`src/verilog/spg_regs.svh`:
```
`ifndef SPG_REGS_SVH
`define SPG_REGS_SVH

// APB register window, byte addresses
`define SPG_ADDR_W        12
`define SPG_CTRL_OFS      12'h000
`define SPG_STAT_OFS      12'h004
`define SPG_CNT_OFS       12'h008
`define SPG_CFG_OFS       12'h00c
`define SPG_DLY_OFS       12'h010
`define SPG_LEN_OFS       12'h014

// Control register fields
`define SPG_CTRL_CLR_BIT  0
`define SPG_CTRL_HOLD_BIT 1
`define SPG_CTRL_HOLD_RST 1'b0

// Status register fields
`define SPG_STAT_OUT_BIT  0
`define SPG_STAT_DONE_BIT 1
`define SPG_STAT_ACT_BIT  2

// Configuration register fields
`define SPG_CFG_MODE_LSB  0
`define SPG_CFG_ENA_BIT   2
`define SPG_CFG_SCLR_BIT  3

// Default cycle counts
`define SPG_DELAY_DEF     16
`define SPG_LENGTH_DEF    4

`endif

```
`src/verilog/spg_pkg.sv`:
```
package spg_pkg;

   // Waveform chosen at build time
   typedef enum logic [1:0] {
      SPG_STEP_UP,
      SPG_STEP_DOWN,
      SPG_IMPULSE
   } spg_mode_t;

   // Progress of the single transition
   typedef enum logic [1:0] {
      SPG_ST_DELAY,
      SPG_ST_PULSE,
      SPG_ST_DONE
   } spg_state_t;

endpackage

```
`src/verilog/spg_counter.sv`:
```
`timescale 1ns/100ps
module spg_counter #(
   parameter int W = 8
) (
   // Clock and reset
   input  logic         clk,
   input  logic         sys_rst,
   // Control
   input  logic         clear,
   input  logic         inc,
   // Value
   output logic [W-1:0] count
);

   logic [W-1:0] count_reg;
   logic [W-1:0] count_next;

   // Clear outranks increment so a restart never loses a cycle
   always_comb begin
      count_next = count_reg;
      if (clear) begin
         count_next = '0;
      end else if (inc) begin
         count_next = count_reg + W'(1);
      end
   end

   always_ff @(posedge clk) begin
      if (sys_rst) begin
         count_reg <= '0;
      end else begin
         count_reg <= count_next;
      end
   end

   assign count = count_reg;

endmodule

```
`src/verilog/spg_apb_regs.sv`:
```
`timescale 1ns/100ps
`include "spg_regs.svh"
module spg_apb_regs
   import spg_pkg::*;
(
   // Clock and reset
   input  logic                   clk,
   input  logic                   sys_rst,
   // APB slave
   input  logic [`SPG_ADDR_W-1:0] paddr,
   input  logic                   psel,
   input  logic                   penable,
   input  logic                   pwrite,
   input  logic [31:0]            pwdata,
   output logic [31:0]            prdata,
   output logic                   pready,
   output logic                   pslverr,
   // Read-back words
   input  logic [31:0]            stat_word,
   input  logic [31:0]            cnt_word,
   input  logic [31:0]            cfg_word,
   input  logic [31:0]            dly_word,
   input  logic [31:0]            len_word,
   // Control to the generator
   output logic                   hold,
   output logic                   soft_clr
);

   logic        hold_reg;
   logic        hold_next;
   logic        clr_reg;
   logic        clr_next;
   logic [31:0] prdata_reg;
   logic [31:0] prdata_next;
   logic        wr_ctrl;

   // Address decode, shared by read mux and error answer
   function automatic logic is_mapped(input logic [`SPG_ADDR_W-1:0] a);
      return (a == `SPG_CTRL_OFS) || (a == `SPG_STAT_OFS) || (a == `SPG_CNT_OFS) ||
             (a == `SPG_CFG_OFS) || (a == `SPG_DLY_OFS) || (a == `SPG_LEN_OFS);
   endfunction

   // Zero-wait slave; unmapped or misaligned access is refused
   assign pready  = 1'b1;
   assign pslverr = psel & penable & ~is_mapped(paddr);
   assign wr_ctrl = psel & penable & pwrite & (paddr == `SPG_CTRL_OFS);

   // Read data latched in the setup cycle, stable through access
   always_comb begin
      hold_next   = hold_reg;
      clr_next    = 1'b0;
      prdata_next = prdata_reg;
      if (wr_ctrl) begin
         hold_next = pwdata[`SPG_CTRL_HOLD_BIT];
         clr_next  = pwdata[`SPG_CTRL_CLR_BIT];
      end
      if (psel & ~penable & ~pwrite) begin
         prdata_next = 32'h0;
         if (!is_mapped(paddr)) begin
            prdata_next = 32'h0;
         end else if (paddr == `SPG_CTRL_OFS) begin
            prdata_next[`SPG_CTRL_HOLD_BIT] = hold_reg;
         end else if (paddr == `SPG_STAT_OFS) begin
            prdata_next = stat_word;
         end else if (paddr == `SPG_CNT_OFS) begin
            prdata_next = cnt_word;
         end else if (paddr == `SPG_CFG_OFS) begin
            prdata_next = cfg_word;
         end else if (paddr == `SPG_DLY_OFS) begin
            prdata_next = dly_word;
         end else begin
            prdata_next = len_word;
         end
      end
   end

   always_ff @(posedge clk) begin
      if (sys_rst) begin
         hold_reg   <= `SPG_CTRL_HOLD_RST;
         clr_reg    <= 1'b0;
         prdata_reg <= 32'h0;
      end else begin
         hold_reg   <= hold_next;
         clr_reg    <= clr_next;
         prdata_reg <= prdata_next;
      end
   end

   assign prdata   = prdata_reg;
   assign hold     = hold_reg;
   assign soft_clr = clr_reg;

endmodule

```
`src/verilog/spg_top.sv`:
```
// Design decisions made here: register access over APB and the register addresses.
`timescale 1ns/100ps
`include "spg_regs.svh"
module spg_top
   import spg_pkg::*;
#(
   parameter spg_mode_t MODE     = SPG_IMPULSE,
   parameter int        DELAY    = `SPG_DELAY_DEF,
   parameter int        LENGTH   = `SPG_LENGTH_DEF,
   parameter bit        USE_ENA  = 1'b1,
   parameter bit        USE_SCLR = 1'b1
) (
   // Clock and reset
   input  logic                   clk,
   input  logic                   sys_rst,
   // Optional qualifiers, ignored when not built in
   input  logic                   ena,
   input  logic                   sclr,
   // APB slave
   input  logic [`SPG_ADDR_W-1:0] paddr,
   input  logic                   psel,
   input  logic                   penable,
   input  logic                   pwrite,
   input  logic [31:0]            pwdata,
   output logic [31:0]            prdata,
   output logic                   pready,
   output logic                   pslverr,
   // Waveform
   output logic                   pulse_out
);

   // Counter wide enough for the larger of the two counts
   localparam int CW = $clog2(((DELAY > LENGTH) ? DELAY : LENGTH) + 1);
   localparam logic [CW-1:0] DELAY_LAST  = CW'(DELAY - 1);
   localparam logic [CW-1:0] LENGTH_LAST = CW'(LENGTH - 1);

   spg_state_t    st_reg;
   spg_state_t    st_next;
   logic          out_reg;
   logic          out_next;
   logic [CW-1:0] cnt;
   logic          cnt_clear;
   logic          hold;
   logic          soft_clr;
   logic          ena_eff;
   logic          clr_eff;
   logic          adv;
   logic          delay_end;
   logic          length_end;
   logic [31:0]   stat_word;
   logic [31:0]   cnt_word;
   logic [31:0]   cfg_word;

   // Level before the transition; shared by reset and clear paths
   function automatic logic init_level(input spg_mode_t m);
      return (m == SPG_STEP_DOWN);
   endfunction

   // Level taken at the end of the delay
   function automatic logic delay_level(input spg_mode_t m);
      return (m != SPG_STEP_DOWN);
   endfunction

   // Absent inputs are tied off here so the ports may float outside
   assign ena_eff = USE_ENA ? ena : 1'b1;
   assign clr_eff = (USE_SCLR & sclr) | soft_clr;
   // Software hold stalls progress like a low enable
   assign adv     = ena_eff & ~hold;

   // Terminal counts; a count of one ends in the first counted cycle
   assign delay_end  = (cnt == DELAY_LAST);
   assign length_end = (cnt == LENGTH_LAST);

   // Next state and output level
   always_comb begin
      st_next  = st_reg;
      out_next = out_reg;
      if (clr_eff) begin
         st_next  = SPG_ST_DELAY;
         out_next = init_level(MODE);
      end else if (adv) begin
         case (st_reg)
            SPG_ST_DELAY: begin
               if (delay_end) begin
                  out_next = delay_level(MODE);
                  st_next  = (MODE == SPG_IMPULSE) ? SPG_ST_PULSE : SPG_ST_DONE;
               end
            end
            SPG_ST_PULSE: begin
               if (length_end) begin
                  out_next = 1'b0;
                  st_next  = SPG_ST_DONE;
               end
            end
            SPG_ST_DONE: begin
               out_next = out_reg;
            end
            default: begin
               st_next  = SPG_ST_DELAY;
               out_next = init_level(MODE);
            end
         endcase
      end
   end

   // Output is a flip-flop, so downstream sees no glitch
   always_ff @(posedge clk) begin
      if (sys_rst) begin
         st_reg  <= SPG_ST_DELAY;
         out_reg <= init_level(MODE);
      end else begin
         st_reg  <= st_next;
         out_reg <= out_next;
      end
   end

   assign pulse_out = out_reg;

   // Count restarts at each phase change; idle after the transition
   assign cnt_clear = clr_eff | (adv & ((st_reg == SPG_ST_DELAY) ? delay_end
                                      : (st_reg == SPG_ST_PULSE) ? length_end : 1'b0));

   spg_counter #(
      .W       (CW)
   ) u_cnt (
      .clk     (clk),
      .sys_rst (sys_rst),
      .clear   (cnt_clear),
      .inc     (adv & (st_reg != SPG_ST_DONE)),
      .count   (cnt)
   );

   // Read-back words
   always_comb begin
      stat_word = 32'h0;
      stat_word[`SPG_STAT_OUT_BIT]  = out_reg;
      stat_word[`SPG_STAT_DONE_BIT] = (st_reg == SPG_ST_DONE);
      stat_word[`SPG_STAT_ACT_BIT]  = (st_reg == SPG_ST_PULSE);
      cnt_word = 32'h0;
      cnt_word[CW-1:0] = cnt;
      cfg_word = 32'h0;
      cfg_word[`SPG_CFG_MODE_LSB +: 2] = MODE;
      cfg_word[`SPG_CFG_ENA_BIT]       = USE_ENA;
      cfg_word[`SPG_CFG_SCLR_BIT]      = USE_SCLR;
   end

   spg_apb_regs u_regs (
      .clk       (clk),
      .sys_rst   (sys_rst),
      .paddr     (paddr),
      .psel      (psel),
      .penable   (penable),
      .pwrite    (pwrite),
      .pwdata    (pwdata),
      .prdata    (prdata),
      .pready    (pready),
      .pslverr   (pslverr),
      .stat_word (stat_word),
      .cnt_word  (cnt_word),
      .cfg_word  (cfg_word),
      .dly_word  (32'(DELAY)),
      .len_word  (32'(LENGTH)),
      .hold      (hold),
      .soft_clr  (soft_clr)
   );
endmodule

```
`config.mk`:
```
export PLATFORM = sky130hd
export DESIGN_NAME = spg_top
export DESIGN_NICKNAME = d
export VERILOG_FILES = /design/src/verilog/spg_pkg.sv /design/src/verilog/spg_counter.sv /design/src/verilog/spg_apb_regs.sv /design/src/verilog/spg_top.sv
export VERILOG_INCLUDE_DIRS = /design/src /design/src/verilog
export SDC_FILE = /design/constraint.sdc
export NUM_CORES = 1
export LEC_CHECK = 0
export ABC_CLOCK_PERIOD_IN_PS = 2970
export BUFFER_PORTS_ARGS = -buffer_cell sky130_fd_sc_hd__clkbuf_2
export CAP_MARGIN = 20
export CORE_ASPECT_RATIO = 1.25
export CORE_MARGIN = 2
export CORE_UTILIZATION = 42
export DETAILED_ROUTE_END_ITERATION = 12
export GPL_ROUTABILITY_DRIVEN = 0
export PLACE_DENSITY = 0.86
export SYNTH_ARGS = -nofsm -noshare
export SYNTH_HDL_FRONTEND = slang
export SYNTH_SLANG_ARGS = --single-unit
export TNS_END_PERCENT = 100
```
`constraint.sdc`:
```
create_clock -name clk -period 2.97 [get_ports clk]
set_input_delay 0.297 -clock clk [delete_from_list [all_inputs] [get_ports clk]]
set_output_delay 0.297 -clock clk [all_outputs]
set_load 0.03 [all_outputs]
```
==> impl_metrics.py <==
metrics = {
    "outcome": {
        "status": "finished, final reports clean",
    },
    "routing": {
        "routedWlPerCell_um": 9.871,
        "vias": 828,
        "drc": 0,
        "ant_nets": 0,
        "drt-pass1-iter-count": 4,
        "wl_um": 1836,
        "viasPerCell": 4.452,
        "drt_iter0_drc": 2,
    },
    "clock_network": {
        "cts_sinks": 14,
        "cts_buffers": 3,
        "cts_resized": 0,
        "cts_tree": "yes",
        "cts_setup_buffers": 0,
        "clk_pin_slew_ns": 0.08,
        "htree_levels": 1,
        "clk-insertion-delay-late_ns": 0.29,
        "holdBufCountCts": 0,
        "root_buffer": "clkbuf_4",
        "cts_buffer_depth": 2,
    },
    "sta": {
        "finClkSkew_ns": 0.001038,
        "fmax_mhz": 683.6,
        "slew_viol_final": 0,
        "period_needed_ns": 1.463,
        "fin_hold_ws_ns": 0.2575,
        "finalSetupViolations": 0,
        "fin_setup_tns_ns": 0,
        "rsz0062_at_grt": "false",
        "finalCritPeriodShare_pct": 49.25,
        "finalHoldViolations": 0,
    },
    "floorplan": {
        "die_height_um": 60.20,
        "ios": 86,
        "start_util_pct": 43.71,
        "dieArea_mm2": 0.002947,
        "core_area_mm2": 0.002427,
        "chipWidth_um": 48.96,
        "rows": 20,
    },
    "finish": {
        "area_delta_synth_final_pct": 7.901,
        "layout-drive-gt1-share_pct": 28.76,
        "diodes": 0,
        "final_area_mm2": 0.001145,
        "layout.cells.non_filler": 186,
        "layout.nets": 207,
    },
    "grt": {
        "grt_max_degree": 12,
        "grt_overflow": 0,
        "grt_first_pass_wirelength_um": 3036,
        "grtUsageTotal_pct": 13.75,
        "first_global_vias": 746,
        "antenna_found_initial": 0,
    },
    "logic_synthesis": {
        "syn-cell-area_mm2": 0.001061,
        "synth.distinct_cells": 38,
        "synth_area_per_cell_um2": 8.421,
        "yosysSeqAreaShare_pct": 26.42,
        "ys_warn_count": 0,
        "ys_ff_latch": 14,
        "syn_inst": 126,
    },
    "critical_path": {
        "worst_setup_path_end_kind": "output port",
        "critPathArrivalTime_ns": 1.17,
        "critPathMaxFanout": 4,
        "crit_required_ns": 2.67,
        "cp-start-kind": "input port",
        "criticalPathCategory": "in -> out",
    },
    "pwr": {
        "ir_drop_mv": 0.2227,
        "power.leakage_uw": 0.0005053,
        "finalPower_uw": 424.8,
        "p_per_area_mw_per_mm2": 371.0,
    },
    "placement": {
        "post_dp_cell_area_mm2": 0.001109,
        "dp_cells": 182,
        "portBuffers": 27,
        "place_hpwl_um": 1530,
    },
    "job": {
        "max-cap-violations": 0,
    },
    "hold_path": {
        "min_path_type": "in -> reg",
    },
}
==> cells by family (layout without fill, tap and decap cells) <==
group                    after synthesis  count (layout)  synth area share [%]
AND/OR/NAND/NOR                       54              54                 34.79
buffers and inverters                 31              32                 21.70
AO/OA/AOI/OAI                         18              18                 9.669
flip-flops                            14              14                 26.42
XOR/XNOR                               3               3                 2.477
adder cells (fa/ha/maj)                2               2                 2.358
other                                  2              28                0.7078
multiplexers                           2               2                 1.887
==> cell usage after synthesis, drive strengths merged <==
master	count	area share (%)
or3	1	0.59
nand3b	2	2.6
nand4	2	1.2
o21a	1	0.71
and4bb	1	1.2
or2	1	0.59
nor4b	2	2.8
dfxtp	14	26
and3	2	1.7
o21ai	6	2.8
nand3	4	2.4
nand2b	3	1.8
xnor2	3	2.5
ha	2	2.4
nand2	13	4.6
nand4b	1	0.83
nor2	14	5.2
mux2i	2	1.9
a21oi	8	3.8
conb	2	0.71
buf	30	21
nor4	1	2.0
nor3b	3	3.7
inv	1	0.35
nor3	2	1.9
a31oi	2	1.2
nor2b	2	1.9
a211oi	1	1.2
==> layout make-up <==
class | count | area, um^2
Multi-Input combinational cell | 107 | 648.1
Inverter | 1 | 3.754
Tap cell | 33 | 41.29
Timing Repair Buffer | 27 | 135.1
Clock buffer | 4 | 36.28
Fill cell | 255 | 1282
Sequential cell | 14 | 280.3
==> path summary, 6_finish.rpt <==
path | startpoint | end | slack [ns] | depth (start not counted)
max | paddr[1] | pslverr | 1.51 | 5
min | pwdata[1] | u_regs.hold | 0.26 | 3
max reg2reg | u_cnt.count[0] | u_cnt.count[4] | 1.53 | 6
min reg2reg | u_regs.prdata[0] | u_regs.prdata[0] | 0.45 | 2
==> cell usage in the layout, fill, tap and decap left out, types with 2 or more instances in the layout <==
cell,n
conb_1,28
clkbuf_2,27
dfxtp_1,14
nand2_1,13
nor2_1,13
a21oi_1,8
o21ai_0,3
o21ai_1,3
nand2b_1,3
nand3_1,3
xnor2_1,3
clkbuf_4,3
nor3_2,2
mux2i_1,2
a31oi_1,2
nor4b_2,2
nand4_1,2
ha_1,2
==> worst max-delay path, cell delays in order <==
cell      delay, ns
clkbuf_2       0.10
nor4_4         0.28
and3_4         0.24
a21oi_1        0.07
clkbuf_2       0.18
==> report_power, final <==
part	internal, uW	switching [uW]	leakage [uW]
Clock	74.7	64.8	0.0000210
Sequential	189	1.82	0.000113
Combinational	21.6	72.9	0.000371
==> metal layers <==
layer	part of all wire (%)	global-route usage, %
met1	39	13.96
met2	53	25.83
met3	5.3	3.750
met4	2.1	7.347
met5	0	0
==> through the flow <==
step / setup WS (ns) / utilization [%]
after floorplan: 1.656 / -
after global placement: 1.506 / 45.67
after detailed placement: 1.501 / 45.67
after CTS: 1.500 / 47.16
after global routing: 1.407 / 47.16
final: 1.507 / 47.16
Power figures use the tool's default switching activity.
